==> src/rtl/dac_load_pkg.sv <==
// Constants for the serial DAC load port
package dac_load_pkg;
  localparam int unsigned WORD_W    = 16;
  localparam int unsigned CNT_W     = 5;
  localparam logic [CNT_W-1:0]  BITS_PER_WORD = 5'h10;
  localparam logic [CNT_W-1:0]  CNT_ZERO      = 5'h00;
  localparam logic [WORD_W-1:0] WORD_RESET    = 16'h0000;
  localparam logic [1:0]        SYNC_RESET    = 2'h3;
  // Fill levels of the two-entry word buffer
  localparam logic [1:0]        BUF_EMPTY     = 2'h0;
  localparam logic [1:0]        BUF_FULL      = 2'h2;
endpackage : dac_load_pkg

==> src/rtl/word_buf_if.sv <==
// Valid/ready word channel between the frame logic and the two-entry buffer
`timescale 1ns/1ps
interface word_buf_if;
  logic [15:0] data;
  logic        valid;
  logic        ready;
  modport src (output data, output valid, input ready);
  modport dst (input data, input valid, output ready);
endinterface : word_buf_if

==> src/rtl/serial_dac_load_port.sv <==
// Serial load port of a single-channel 16-bit DAC, oversampled by clock_i
`timescale 1ns/1ps
module serial_dac_load_port
  import dac_load_pkg::*;
(
  // Clock and reset
  input  wire logic              clock_i,
  input  wire logic              rst_n_i,
  // Serial link pins
  input  wire logic              frame_n_i,
  input  wire logic              sclk_i,
  input  wire logic              sdata_i,
  input  wire logic              async_load_n_i,
  // DAC register and lost-word flag
  output logic      [WORD_W-1:0] dac_word_o,
  output logic                   dac_update_o,
  output logic                   word_lost_o
);
  //////////////////////////////////////////////////////////////////////////////
  // Pin synchronisers: first stage only feeds second stage
  logic [1:0] frm_s1_q, frm_s2_q;
  logic [1:0] clk_s1_q, clk_s2_q;
  logic [1:0] dat_s1_q, dat_s2_q;
  logic [1:0] ld_s1_q,  ld_s2_q;
  logic       frm_prev_q, clk_prev_q, ld_prev_q;

  always_ff @(posedge clock_i or negedge rst_n_i) begin
    if (!rst_n_i) begin
      frm_s1_q   <= SYNC_RESET;
      frm_s2_q   <= SYNC_RESET;
      clk_s1_q   <= 2'h0;
      clk_s2_q   <= 2'h0;
      dat_s1_q   <= 2'h0;
      dat_s2_q   <= 2'h0;
      ld_s1_q    <= SYNC_RESET;
      ld_s2_q    <= SYNC_RESET;
      frm_prev_q <= 1'b1;
      clk_prev_q <= 1'b0;
      ld_prev_q  <= 1'b1;
    end else begin
      frm_s1_q   <= {1'b0, frame_n_i};
      frm_s2_q   <= frm_s1_q;
      clk_s1_q   <= {1'b0, sclk_i};
      clk_s2_q   <= clk_s1_q;
      dat_s1_q   <= {1'b0, sdata_i};
      dat_s2_q   <= dat_s1_q;
      ld_s1_q    <= {1'b0, async_load_n_i};
      ld_s2_q    <= ld_s1_q;
      frm_prev_q <= frm_s2_q[0];
      clk_prev_q <= clk_s2_q[0];
      ld_prev_q  <= ld_s2_q[0];
    end
  end

  logic frm_n, sclk, sdat, ld_n;
  logic sclk_rise, frame_end, ld_fall;
  assign frm_n     = frm_s2_q[0];
  assign sclk      = clk_s2_q[0];
  assign sdat      = dat_s2_q[0];
  assign ld_n      = ld_s2_q[0];
  assign sclk_rise = sclk && !clk_prev_q;
  assign frame_end = frm_n && !frm_prev_q;
  assign ld_fall   = !ld_n && ld_prev_q;

  //////////////////////////////////////////////////////////////////////////////
  // Shift register and bit count
  logic [WORD_W-1:0] shift_q, shift_d;
  logic [CNT_W-1:0]  cnt_q, cnt_d;
  logic              full_word;

  always_comb begin
    shift_d = shift_q;
    cnt_d   = cnt_q;
    if (frm_n) begin
      cnt_d = CNT_ZERO;
    end else if (sclk_rise) begin
      shift_d = {shift_q[WORD_W-2:0], sdat};
      // Saturate so that an overlong frame stays invalid
      if (cnt_q <= BITS_PER_WORD) begin
        cnt_d = cnt_q + 5'h01;
      end
    end
  end

  always_ff @(posedge clock_i or negedge rst_n_i) begin
    if (!rst_n_i) begin
      shift_q <= WORD_RESET;
      cnt_q   <= CNT_ZERO;
    end else begin
      shift_q <= shift_d;
      cnt_q   <= cnt_d;
    end
  end

  assign full_word = (cnt_q == BITS_PER_WORD);

  //////////////////////////////////////////////////////////////////////////////
  // Input register: word captured at frame end, pushed to buffer
  word_buf_if buf_in ();
  logic [WORD_W-1:0] in_reg_q, in_reg_d;
  logic              push_q, push_d;
  logic              lost_q, lost_d;

  always_comb begin
    in_reg_d = in_reg_q;
    push_d   = 1'b0;
    lost_d   = 1'b0;
    if (frame_end && full_word) begin
      in_reg_d = shift_q;
      push_d   = 1'b1;
      lost_d   = !buf_in.ready;
    end
  end

  always_ff @(posedge clock_i or negedge rst_n_i) begin
    if (!rst_n_i) begin
      in_reg_q <= WORD_RESET;
      push_q   <= 1'b0;
      lost_q   <= 1'b0;
    end else begin
      in_reg_q <= in_reg_d;
      push_q   <= push_d;
      lost_q   <= lost_d;
    end
  end

  assign buf_in.data  = in_reg_q;
  assign buf_in.valid = push_q;
  assign word_lost_o  = lost_q;

  logic [WORD_W-1:0] pend_word;
  logic              pend_valid, pend_ready;

  word_buf2 u_buf (
    .clock_i     (clock_i),
    .rst_n_i     (rst_n_i),
    .in_if       (buf_in),
    .out_data_o  (pend_word),
    .out_valid_o (pend_valid),
    .out_ready_i (pend_ready)
  );

  //////////////////////////////////////////////////////////////////////////////
  // DAC register update
  logic [WORD_W-1:0] dac_q, dac_d;
  logic              upd_q, upd_d;
  logic              load_now;

  assign load_now   = !ld_n || ld_fall;
  // Held words wait in the buffer while the load input is idle high
  assign pend_ready = load_now;

  always_comb begin
    dac_d = dac_q;
    upd_d = 1'b0;
    if (pend_valid && load_now) begin
      dac_d = pend_word;
      upd_d = 1'b1;
    end
  end

  always_ff @(posedge clock_i or negedge rst_n_i) begin
    if (!rst_n_i) begin
      dac_q <= WORD_RESET;
      upd_q <= 1'b0;
    end else begin
      dac_q <= dac_d;
      upd_q <= upd_d;
    end
  end

  assign dac_word_o   = dac_q;
  assign dac_update_o = upd_q;

  //////////////////////////////////////////////////////////////////////////////
  // Checks
  // idle frame holds shifter
  property p_idle_hold;
    @(posedge clock_i) disable iff (!rst_n_i)
      frm_n |=> (shift_q == $past(shift_q)) && (cnt_q == CNT_ZERO);
  endproperty
  a_idle_hold: assert property (p_idle_hold) else $error("shifter moved while idle");

  property p_shift;
    @(posedge clock_i) disable iff (!rst_n_i)
      (!frm_n && sclk_rise) |=> shift_q[0] == $past(sdat);
  endproperty
  a_shift: assert property (p_shift) else $error("bit not sampled");

  property p_msb;
    @(posedge clock_i) disable iff (!rst_n_i)
      (!frm_n && sclk_rise) |=> shift_q[WORD_W-1:1] == $past(shift_q[WORD_W-2:0]);
  endproperty
  a_msb: assert property (p_msb) else $error("wrong shift direction");

  property p_push;
    @(posedge clock_i) disable iff (!rst_n_i)
      (frame_end && full_word) |=> push_q && in_reg_q == $past(shift_q);
  endproperty
  a_push: assert property (p_push) else $error("full word not pushed");

  property p_short;
    @(posedge clock_i) disable iff (!rst_n_i)
      (frame_end && !full_word) |=> !push_q;
  endproperty
  a_short: assert property (p_short) else $error("bad frame pushed");

  property p_load;
    @(posedge clock_i) disable iff (!rst_n_i)
      (pend_valid && ld_fall) |=> dac_update_o && dac_word_o == $past(pend_word);
  endproperty
  a_load: assert property (p_load) else $error("load did not update");

  property p_tied;
    @(posedge clock_i) disable iff (!rst_n_i)
      (frame_end && full_word && !ld_n) ##1 !ld_n |-> ##[1:2] dac_update_o;
  endproperty
  a_tied: assert property (p_tied) else $error("tied load missed update");

  property p_count;
    @(posedge clock_i) disable iff (!rst_n_i)
      cnt_q <= BITS_PER_WORD + 5'h01;
  endproperty
  a_count: assert property (p_count) else $error("bit count out of range");

  property p_upd_cause;
    @(posedge clock_i) disable iff (!rst_n_i)
      dac_update_o |-> $past(pend_valid);
  endproperty
  a_upd_cause: assert property (p_upd_cause) else $error("update without word");
endmodule : serial_dac_load_port

==> src/rtl/word_buf2.sv <==
// Two-entry word buffer with valid/ready on both sides
`timescale 1ns/1ps
module word_buf2
  import dac_load_pkg::*;
(
  // Clock and reset
  input  wire logic              clock_i,
  input  wire logic              rst_n_i,
  // Filling side
  word_buf_if.dst                in_if,
  // Draining side
  output logic      [WORD_W-1:0] out_data_o,
  output logic                   out_valid_o,
  input  wire logic              out_ready_i
);
  logic [WORD_W-1:0] mem_q [2];
  logic [WORD_W-1:0] mem_d [2];
  logic              wr_q, wr_d, rd_q, rd_d;
  logic [1:0]        cnt_q, cnt_d;
  logic              push, pop;

  // Pointer and storage next state
  always_comb begin
    push     = in_if.valid && (cnt_q != BUF_FULL);
    pop      = (cnt_q != BUF_EMPTY) && out_ready_i;
    mem_d    = mem_q;
    wr_d     = wr_q;
    rd_d     = rd_q;
    cnt_d    = cnt_q;
    if (push) begin
      mem_d[wr_q] = in_if.data;
      wr_d        = ~wr_q;
    end
    if (pop) begin
      rd_d = ~rd_q;
    end
    cnt_d = cnt_q + {1'b0, push} - {1'b0, pop};
  end

  always_ff @(posedge clock_i or negedge rst_n_i) begin
    if (!rst_n_i) begin
      mem_q[0] <= WORD_RESET;
      mem_q[1] <= WORD_RESET;
      wr_q     <= 1'b0;
      rd_q     <= 1'b0;
      cnt_q    <= BUF_EMPTY;
    end else begin
      mem_q <= mem_d;
      wr_q  <= wr_d;
      rd_q  <= rd_d;
      cnt_q <= cnt_d;
    end
  end

  // Ready is honest full; data comes from storage flops
  assign in_if.ready = (cnt_q != BUF_FULL);
  assign out_valid_o = (cnt_q != BUF_EMPTY);
  assign out_data_o  = mem_q[rd_q];

  property p_no_overflow;
    @(posedge clock_i) disable iff (!rst_n_i)
      cnt_q <= BUF_FULL;
  endproperty
  a_no_overflow: assert property (p_no_overflow) else $error("buffer count above depth");
endmodule : word_buf2

==> config.mk <==
export PLATFORM = sky130hd
export DESIGN_NAME = serial_dac_load_port
export DESIGN_NICKNAME = d
export VERILOG_FILES = /design/src/rtl/dac_load_pkg.sv /design/src/rtl/word_buf_if.sv /design/src/rtl/serial_dac_load_port.sv /design/src/rtl/word_buf2.sv
export SDC_FILE = /design/constraint.sdc
export NUM_CORES = 1
export LEC_CHECK = 0
export BUFFER_PORTS_ARGS = -buffer_cell sky130_fd_sc_hd__buf_4
export CORE_MARGIN = 2
export CORE_UTILIZATION = 44
export CTS_CLUSTER_SIZE = 24
export DETAILED_ROUTE_END_ITERATION = 8
export GPL_TIMING_DRIVEN = 0
export PLACE_DENSITY = 0.68
export SLEW_MARGIN = 0
export SYNTH_ARGS = -nofsm -noshare
export SYNTH_HDL_FRONTEND = slang
export SYNTH_SLANG_ARGS = --single-unit
==> constraint.sdc <==
create_clock -name clock_i -period 2.5 [get_ports clock_i]
set_input_delay 0.375 -clock clock_i [delete_from_list [all_inputs] [get_ports clock_i]]
set_output_delay 0.375 -clock clock_i [all_outputs]
set_load 0.01 [all_outputs]
==> flow_summary.toml, run 1 <==
[run_status]
outcome = "completed"

[worst_setup_path]
launch_instance_of_the_worst_register_to_register_path = "cnt_q[0]"
timing.critical_path.fanout_max = 10
worst_ep_required_time_ns = 2.74
cp.arrival_ns = 2.49
critical_path.slowest_cell = "sky130_fd_sc_hd__dfrtp_1"
timing.critical_path.slowest_cell_delay_ns = 0.45
timing.critical_path.from_type = "register"
critical_path.endpoint_type = "register"
setup.worst_path.class = "register to register"
critPathLaunch = "cnt_q[0]"
crit_path_cell_trace = "inv_1 > ha_1 > or3b_1 > buf_6 > nor3_4 > buf_12 > mux2_4"

[route]
route.antenna.remaining_nets = 0
drtIter0Drc = 45
viasPerCell = 5.019
detail_route.first_pass.iterations = 4
number_of_drc_violations_after_detailed_routing = 0
drt-total-wl_um = 5658
num_vias = 2093
route.detailed.wl_per_inst_um = 13.57

[synthesis]
syn-num-nets = 280
ys_async_sr_fraction = 1.000
synth.avg_cell_area_um2 = 14.85
synthDistinctLibCells = 34
ys_warn_count = 0
synth.top_cell.area_share = 0.6055
ys_top_cells_by_area = "sky130_fd_sc_hd__dfrtp_1 61%, sky130_fd_sc_hd__mux2_2 15%, sky130_fd_sc_hd__mux2i_1 4.0%"
post_synth_instance_area_mm2 = 0.004009
synth.yosys.seq_area_share = 0.6383
yosys_register_bits = 102
dominantRegCellSynth = "sky130_fd_sc_hd__dfrtp_1"
synth-edff-count = 0
synthCells = 270
synth_top_area_cell = "sky130_fd_sc_hd__dfrtp_1"

[power]
power.static_leakage_nw = 2.181
worst_ir_drop_vdd_uv = 272.4
powerDensity_mw_per_mm2 = 652.0

[timing]
finalHoldViolCount = 0
tightest_slew_ns = 1.226
finalCriticalPeriod_ns = 2.251
slew_violations = 0
tns_ns = 0
timing.hold.ws_ns = 0.1123
max-slew-margin-rel = 0.1824
setup_violators_final = 0
max_freq_mhz = 444.2
post_route_skew_ns = 0.01425
rsz0062_at_grt = "false"
final.period_utilization = 0.9005

[clocking]
cts.hold.buffers_added = 0
tritoncts_num_sinks = 102
cts_buffers = 9
max_clock_buf_depth = 2
worst_skew_pair_latency_ns = 0.36
cts_tree = "done"
cts-root-buf = "sky130_fd_sc_hd__clkbuf_8"
clk_pin_slew_worst_paths_ns = 0.10
h-tree-depth = 3

[global_route]
total_overflow_reported_by_the_global_router = 0
grt_pass1_vias = 2119
gr-usage-all-layers = 0.1295
pin_count_of_the_biggest_net_entering_global_routing = 103
grt_antenna_before_repair = 0
global_route_wire_length_before_repair_um = 10090

[hold_path]
hold_start = "sclk_i"
timing.hold.worst.class = "input pin to register"

[die]
ioPinCount = 24
row_count = 34
die_height_um = 99.45
die_w_um = 99.45
start_util = 0.4575
die_area_mm2 = 0.009890
coreArea_mm2 = 0.008763

[flow_run]
max_cap_violations = 0

[finish]
post_route_cells_drive_above_1_share = 0.3754
diode_count = 0
final_nets = 314
area_overhead_vs_synth_pct = 12.83

[placement]
hpwlAfterDp_um = 3858
placement.io_buffers = 23
gp_congestion = 0.6985
[where the power goes]
part	switching [mW]	leakage, nW	total, mW	internal (mW)
logic	0.0589	0.691	0.123	0.0639
registers	0.0513	1.38	1.77	1.72
clock network	0.573	0.106	1.05	0.479
total	0.683	2.18	2.95	2.27
[area by class of cell]
class	count	area (um2)
repair buffers	23	172.7
plain buffers	12	75.07
flip-flops and latches	102	2559
multi-input cells	148	1346
clock buffers	9	123.9
fillers	758	4240
inverters	8	30.03
well taps	108	135.1
clock inverters	7	81.33
[cells by family after synthesis]
family	Yosys count	share of synthesized area
flip-flops	102	0.6383
multiplexers	80	0.2282
AND/OR/NAND/NOR	33	0.04432
AO/OA/AOI/OAI	27	0.04214
buffers and inverters	20	0.02591
XOR/XNOR	4	0.008741
adder cells (fa/ha/maj)	4	0.01248
[cells in the mapped netlist (all sizes together) (2+ instances only)]
| cell type | instances |
|---|---|
| dfstp | 5 |
| clkbuf | 6 |
| mux2 | 64 |
| mux2i | 16 |
| inv | 8 |
| nand2b | 2 |
| ha | 4 |
| nand2 | 17 |
| a2111o | 2 |
| dfrtp | 97 |
| buf | 6 |
| o311ai | 2 |
| a21oi | 2 |
| nand4 | 3 |
| o21ai | 17 |
| nor2b | 2 |
| xnor2 | 3 |
[state kept, by name (all words and copies together) (netlist names), 2 cells and up]
signal and cells:
u_buf.mem_q 32, buf_in.data 16, dac_word_o 16, shift_q 16, cnt_q 5, u_buf.cnt_q 2
[worst max-delay path, delay by kind of cell, from the launching register on]
kind / cells / cell delay [ns]
muxes: 1 / 0.30
adders and majority gates: 1 / 0.16
and+or+nand+nor: 2 / 0.77
DFF: 1 / 0.45
buffers and inverters: 3 / 0.45
[routing by layer]
| layer | vias to the layer above | global-route usage | routed length (um) |
|---|---|---|---|
| met1 | 1028 | 0.1776 | 2813 |
| li1 | 1021 | - | - |
| met2 | 31 | 0.2006 | 2550 |
| met4 | 0 | 0.05690 | 138 |
| met5 | - | 0 | 0 |
| met3 | 13 | 0.02741 | 155 |
[stage by stage]
stage | power [mW] | utilization | area, um2 | cells | setup WS [ns]
3_3_place_gp | 1.929 | 0.4926 | 4317 | 401 | 0.2376
5_1_grt | 3.090 | 0.5161 | 4523 | 417 | 0.1310
2_1_floorplan | 1.868 | - | 4009 | 270 | 0.4618
3_5_place_dp | 1.934 | 0.4926 | 4317 | 401 | 0.2015
6_report | 2.949 | 0.5161 | 4523 | 417 | 0.2487
4_1_cts | 2.988 | 0.5160 | 4522 | 417 | 0.1815
[cell usage in the layout (no fill, tap or decap), drive strengths merged, types with 2 or more instances in the layout]
cell type,netlist,layout
nand2,17,17
a2111o,2,2
a21oi,2,2
dfrtp,97,97
o21ai,17,17
nand2b,2,2
ha,4,4
clkbuf,6,15
mux2,64,64
buf,6,29
dfstp,5,5
nor2b,2,2
o311ai,2,2
mux2i,16,16
xnor2,3,3
inv,8,11
clkinv,0,3
nand4,3,3
[what timing repair did]
action                     4_1_cts  5_1_grt
gates resized for setup          0        2
setup endpoints to repair        0        1
buffers inserted                 0        0
[final timing paths]
kind                                    to  slack [ns]  cells past startpoint
max in group asynchronous   dac_word_o[15]        1.46                      1
min reg2reg                     ld_s2_q[0]        0.36                      0
max                        buf_in.data[14]        0.25                      7
min                            clk_s1_q[0]        0.11                      1
min in group asynchronous         cnt_q[4]        0.25                      1
max reg2reg                buf_in.data[14]        0.25                      7
No activity file was read; power rests on OpenSTA's default activity.
==> run 2, diff against run 1 <==
--- a/config.mk
+++ b/config.mk
@@ -7,11 +7,12 @@
 export LEC_CHECK = 0
 export BUFFER_PORTS_ARGS = -buffer_cell sky130_fd_sc_hd__buf_4
 export CORE_MARGIN = 2
-export CORE_UTILIZATION = 44
+export CORE_UTILIZATION = 55
 export CTS_CLUSTER_SIZE = 24
 export DETAILED_ROUTE_END_ITERATION = 8
 export GPL_TIMING_DRIVEN = 0
-export PLACE_DENSITY = 0.68
+export PLACE_DENSITY = 0.8
+export RECOVER_POWER = 100
 export SLEW_MARGIN = 0
 export SYNTH_ARGS = -nofsm -noshare
 export SYNTH_HDL_FRONTEND = slang
==> run 2 against run 1 <==
  * Sequential power barely moved
  * Die area fell by 19%
  * Maximum frequency fell by 2.6%
  * Global-route usage rose by 4.6 points
==> flow_summary.toml, run 2 (synthesis results as in run 1) <==
[run_status]
outcome = "completed"

[worst_setup_path]
r2r_setup_slack_ns = 0.19
worst_r2r_path_depth = 7
launch_instance_of_the_worst_register_to_register_path = "cnt_q[0]"
timing.critical_path.from_type = "register"
critical_path.endpoint_type = "register"
r2r_end = "buf_in.data[14]"
setup.worst_path.class = "register to register"
timing.critical_path.fanout_max = 10
cp.arrival_ns = 2.56
worst_ep_required_time_ns = 2.74

[timing]
smallest_setup_slack_after_layout_ns = 0.1879
finalCriticalPeriod_ns = 2.312
final.period_utilization = 0.9248
timing.hold.ws_ns = 0.1158
setup_violators_final = 0
post_route_skew_ns = 0.01257
max_freq_mhz = 432.5
tns_ns = 0
slew_violations = 0
rsz0062_at_grt = "false"
tightest_slew_ns = 1.220
max-slew-margin-rel = 0.1866
finalHoldViolCount = 0

[finish]
mostFrequentLayoutCell = "sky130_fd_sc_hd__dfrtp_1"
diode_count = 0
area_overhead_vs_synth_pct = 9.988
filler_cell_count = 576
largest_register_ff_count = 32
largest-register = "u_buf.mem_q"
post_route_cells_drive_above_1_share = 0.2945
final_nets = 314
mostFrequentLayoutCells = "97 x sky130_fd_sc_hd__dfrtp_1, 55 x sky130_fd_sc_hd__mux2_2, 28 x sky130_fd_sc_hd__clkbuf_1"

[placement]
placement.io_buffers = 23
gp_congestion = 0.7036
placement.setup.worst_slack_ns = 0.1821
hpwlAfterDp_um = 4250

[global_route]
pin_count_of_the_biggest_net_entering_global_routing = 103
total_overflow_reported_by_the_global_router = 0
gr-usage-all-layers = 0.1754
grt_pass1_vias = 2133
global_route_wire_length_before_repair_um = 10450
grt_antenna_before_repair = 0

[route]
drtIter0Drc = 105
route.detailed.wl_per_inst_um = 15.23
drt-total-wl_um = 6214
number_of_drc_violations_after_detailed_routing = 0
route.antenna.remaining_nets = 0
viasPerCell = 5.213
num_vias = 2127
detail_route.first_pass.iterations = 4

[clocking]
tritoncts_num_sinks = 102
cts_repair_resize_count = 0
max_clock_buf_depth = 2
clk_pin_slew_worst_paths_ns = 0.10
cts-root-buf = "sky130_fd_sc_hd__clkbuf_8"
cts_tree = "done"
cts_buffers = 9
cts_setup_buffers = 0
h-tree-depth = 3
cts.hold.buffers_added = 0
worst_skew_pair_latency_ns = 0.36

[die]
die_area_mm2 = 0.007988
row_count = 31
ioPinCount = 24
start_util = 0.5617
coreArea_mm2 = 0.007137
die_height_um = 89.38
die_w_um = 89.38

[hold_path]
hold_start = "async_load_n_i"
min_delay_worst_endpoint = "ld_s1_q[0]"
timing.hold.worst.class = "input pin to register"
worst_hold_path.num_cells = 1

[flow_run]
max_cap_violations = 0

[power]
worst_ir_drop_vdd_uv = 336.1
powerDensity_mw_per_mm2 = 645.5
power.static_leakage_nw = 2.059
run 2: changes by cell type in the layout (fill, tap and decap cells not counted), moves of 2 or more:
cell and change:
sky130_fd_sc_hd__clkbuf_1 +23, sky130_fd_sc_hd__buf_4 -22, sky130_fd_sc_hd__buf_2 -4, sky130_fd_sc_hd__clkbuf_4 +4
sky130_fd_sc_hd__clkinvlp_4 +3, sky130_fd_sc_hd__inv_6 -2
run 2: metal layers:
layer / global-route usage / share of wire / wire [um]
met5: 0 / 0 / 0
met4: 0.05834 / 0.014 / 84
met3: 0.04617 / 0.029 / 178
met2: 0.2875 / 0.50 / 3129
met1: 0.2288 / 0.45 / 2821
run 2: report_power, final:
part | internal, mW | total, mW | leakage [nW] | switching [mW]
Combinational | 0.0611 | 0.120 | 0.592 | 0.0592
Sequential | 1.72 | 1.77 | 1.38 | 0.0516
Clock | 0.373 | 0.951 | 0.0836 | 0.578
run 2: worst max-delay path by stage:
stage | from | to | cells after the start
2_1_floorplan | cnt_q[0] | buf_in.data[10] | 7
3_3_place_gp | u_buf.cnt_q[1] | u_buf.cnt_q[1] | 8
3_5_place_dp | u_buf.cnt_q[1] | u_buf.cnt_q[1] | 8
4_1_cts | u_buf.cnt_q[1] | u_buf.cnt_q[1] | 8
5_1_grt | u_buf.cnt_q[1] | u_buf.cnt_q[1] | 8
6_report | cnt_q[0] | buf_in.data[14] | 7
run 2: final cells by class:
type                       instances  area, um2  area share
sequential                       102       2559      0.5803
clock inverter                     7      60.06     0.01362
inverter                           8      30.03    0.006810
buffer                            12      61.31     0.01390
timing repair buffer              23      105.1     0.02384
clock buffer                       9      123.9     0.02809
tap                               99      123.9     0.02809
multi-input combinational        148       1346      0.3053
run 2: per-stage QoR:
stage / area (um2) / utilization / total power, mW / cells
5_1_grt: 4409 / 0.6178 / 2.980 / 408
6_report: 4409 / 0.6178 / 2.846 / 408
4_1_cts: 4489 / 0.6290 / 2.873 / 408
3_3_place_gp: 4305 / 0.6033 / 1.925 / 392
3_5_place_dp: 4305 / 0.6033 / 1.933 / 392
2_1_floorplan: 4009 / - / 1.868 / 270
run 2: worst max-delay path, cell delays in order (launching register included):
cell	delay (ns)
sky130_fd_sc_hd__dfrtp_1	0.44
sky130_fd_sc_hd__inv_1	0.09
sky130_fd_sc_hd__ha_1	0.16
sky130_fd_sc_hd__or3b_1	0.34
sky130_fd_sc_hd__clkbuf_1	0.19
sky130_fd_sc_hd__nor3_4	0.46
sky130_fd_sc_hd__buf_12	0.21
sky130_fd_sc_hd__mux2_4	0.30
==> run 3, diff against run 2 <==
--- a/config.mk
+++ b/config.mk
@@ -7,11 +7,11 @@
 export LEC_CHECK = 0
 export BUFFER_PORTS_ARGS = -buffer_cell sky130_fd_sc_hd__buf_4
 export CORE_MARGIN = 2
-export CORE_UTILIZATION = 55
+export CORE_UTILIZATION = 59
 export CTS_CLUSTER_SIZE = 24
 export DETAILED_ROUTE_END_ITERATION = 8
 export GPL_TIMING_DRIVEN = 0
-export PLACE_DENSITY = 0.8
+export PLACE_DENSITY = 0.85
 export RECOVER_POWER = 100
 export SLEW_MARGIN = 0
 export SYNTH_ARGS = -nofsm -noshare
==> run 3 against run 2 <==
  * Routed wire length up 4.1%
  * Largest power group unchanged
  * Sequential power about the same
  * Maximum frequency fell by 1.5%
  * Critical path depth unchanged
  * Sequential share of layout area fell by 0.89 points
  * Die area decreased by 6.5%
  * Total power up 14%
==> flow_summary.toml, run 3 (synthesis results as in run 1) <==
[route]
route.layer.met1.wl_um = 2863
drtIter0Drc = 116
viasPerCell = 5.483
wl_met3_um = 194
num_vias = 2133
route.antenna.remaining_nets = 0
number_of_drc_violations_after_detailed_routing = 0
detail_route.first_pass.iterations = 4
met2_length_um = 3279
route.detailed.wl_per_inst_um = 16.62
drt-total-wl_um = 6466
route.top_layer_used = "met4"

[timing]
tightest_slew_ns = 1.229
tns_ns = 0
max_freq_mhz = 426.1
smallest_setup_slack_after_layout_ns = 0.1533
setup_violators_final = 0
rsz0062_at_grt = "false"
finalCriticalPeriod_ns = 2.347
timing.hold.ws_ns = 0.1142
final.period_utilization = 0.9387
post_route_skew_ns = 0.009559
finalHoldViolCount = 0
slew_violations = 0
max-slew-margin-rel = 0.1805

[die]
die_area_mm2 = 0.007470
die_height_um = 86.43
start_util = 0.6000
coreArea_mm2 = 0.006681
ioPinCount = 24
row_count = 30
die_w_um = 86.43

[global_route]
grt_antenna_before_repair = 0
global_route_wire_length_before_repair_um = 11030
pin_count_of_the_biggest_net_entering_global_routing = 103
grt_pass1_vias = 2249
total_overflow_reported_by_the_global_router = 0
gr-usage-all-layers = 0.1956

[placement]
placement.setup.worst_slack_ns = 0.1902
hpwlAfterDp_um = 4252
placement.cell_area_mm2 = 0.004282
gp_congestion = 0.7463
placement.io_buffers = 23
dp_cells = 373

[finish]
mostFrequentLayoutCell = "sky130_fd_sc_hd__dfrtp_1"
post_route_cells_drive_above_1_share = 0.2945
finalNonFillerCells = 389
area_overhead_vs_synth_pct = 11.70
largest_register_ff_count = 32
final_nets = 314
finish.instance_area_mm2 = 0.004478
finish.utilization = 0.6702
largest-register = "u_buf.mem_q"
diode_count = 0
mostFrequentLayoutCells = "97 x sky130_fd_sc_hd__dfrtp_1, 55 x sky130_fd_sc_hd__mux2_2, 29 x sky130_fd_sc_hd__clkbuf_1"

[power]
totalPowerFinal_mw = 3.259
power.static_leakage_nw = 2.115
powerDensity_mw_per_mm2 = 727.7
switching_share = 0.2001
total_switching_power_mw = 0.6521
power.share.combinational = 0.038
clock_power_share = 0.419
worst_ir_drop_vdd_uv = 375.5
power.internal_mw = 2.606
sequentialPowerShare = 0.544

[clocking]
cts-root-buf = "sky130_fd_sc_hd__clkbuf_8"
cts_tree = "done"
cts.hold.buffers_added = 0
tritoncts_num_sinks = 102
cts_buffers = 9
max_clock_buf_depth = 2
worst_skew_pair_latency_ns = 0.36
clk_pin_slew_worst_paths_ns = 0.09
h-tree-depth = 3
cts_setup_buffers = 0
cts_repair_resize_count = 0

[hold_path]
hold_start = "frame_n_i"
timing.hold.worst.class = "input pin to register"

[run_status]
outcome = "completed"

[worst_setup_path]
setup.worst_path.class = "register to register"
cp.arrival_ns = 2.60
r2r_end = "buf_in.data[7]"
setup.worst_path.end = "buf_in.data[7]"
worst_ep_required_time_ns = 2.75
timing.critical_path.from_type = "register"
critical_path.endpoint_type = "register"
timing.critical_path.fanout_max = 10
worst_r2r_path_depth = 7
critPathLaunch = "cnt_q[0]"
r2r_setup_slack_ns = 0.15
launch_instance_of_the_worst_register_to_register_path = "cnt_q[0]"

[flow_run]
max_cap_violations = 0
==> run 3: cell types whose count changed in the layout (fill, tap and decap cells not counted) <==
cell,before,now
sky130_fd_sc_hd__clkinvlp_4,3,0
sky130_fd_sc_hd__clkinv_4,3,1
sky130_fd_sc_hd__buf_1,1,0
sky130_fd_sc_hd__clkbuf_8,9,11
sky130_fd_sc_hd__mux2_1,0,1
sky130_fd_sc_hd__clkbuf_1,28,29
sky130_fd_sc_hd__mux2_4,9,8
sky130_fd_sc_hd__dfstp_1,1,0
sky130_fd_sc_hd__and2_0,0,1
sky130_fd_sc_hd__inv_8,1,0
sky130_fd_sc_hd__bufinv_16,0,4
sky130_fd_sc_hd__and2_1,1,0
sky130_fd_sc_hd__dfstp_2,4,5
==> run 3: how the worst min path moves through the flow <==
stage,cells past startpoint,to
floorplan,0,buf_in.data[0]
global placement,0,clk_s2_q[0]
detailed placement,0,clk_s2_q[0]
CTS,1,frm_s1_q[0]
global route,1,frm_s1_q[0]
finish,1,frm_s1_q[0]
==> run 3: power groups by stage <==
| stage | Sequential [mW] | Combinational, mW | Clock (mW) |
|---|---|---|---|
| floorplan | 1.79 | 0.0807 | 0 |
| global placement | 1.80 | 0.123 | 0 |
| detailed placement | 1.81 | 0.129 | 0 |
| CTS | 1.77 | 0.130 | 1.38 |
| global route | 1.78 | 0.137 | 1.45 |
| finish | 1.77 | 0.122 | 1.36 |
==> run 3: per-layer routing <==
| metal | track usage | up-vias |
|---|---|---|
| met1 | 0.2477 | 1077 |
| met4 | 0.07955 | 0 |
| met3 | 0.04190 | 13 |
| met5 | 0 | - |
| li1 | - | 1015 |
| met2 | 0.3294 | 28 |
==> run 3: layout make-up <==
cell class                      count  area, um2
Sequential cell                   102       2559
Fill cell                         483       2203
Multi-Input combinational cell    148       1343
Clock buffer                       11      151.4
Clock inverter                      5      128.9
Timing Repair Buffer               23      105.1
Tap cell                           80      100.1
Buffer                             12      61.31
Inverter                            8      30.03
==> run 3: worst max-delay path, cell delays in order (launching register included) <==
cell and delay (ns):
sky130_fd_sc_hd__dfrtp_1 0.44, sky130_fd_sc_hd__inv_1 0.10, sky130_fd_sc_hd__ha_1 0.18, sky130_fd_sc_hd__or3b_1 0.34
sky130_fd_sc_hd__clkbuf_1 0.20, sky130_fd_sc_hd__nor3_4 0.44, sky130_fd_sc_hd__buf_12 0.21, sky130_fd_sc_hd__mux2_1 0.32
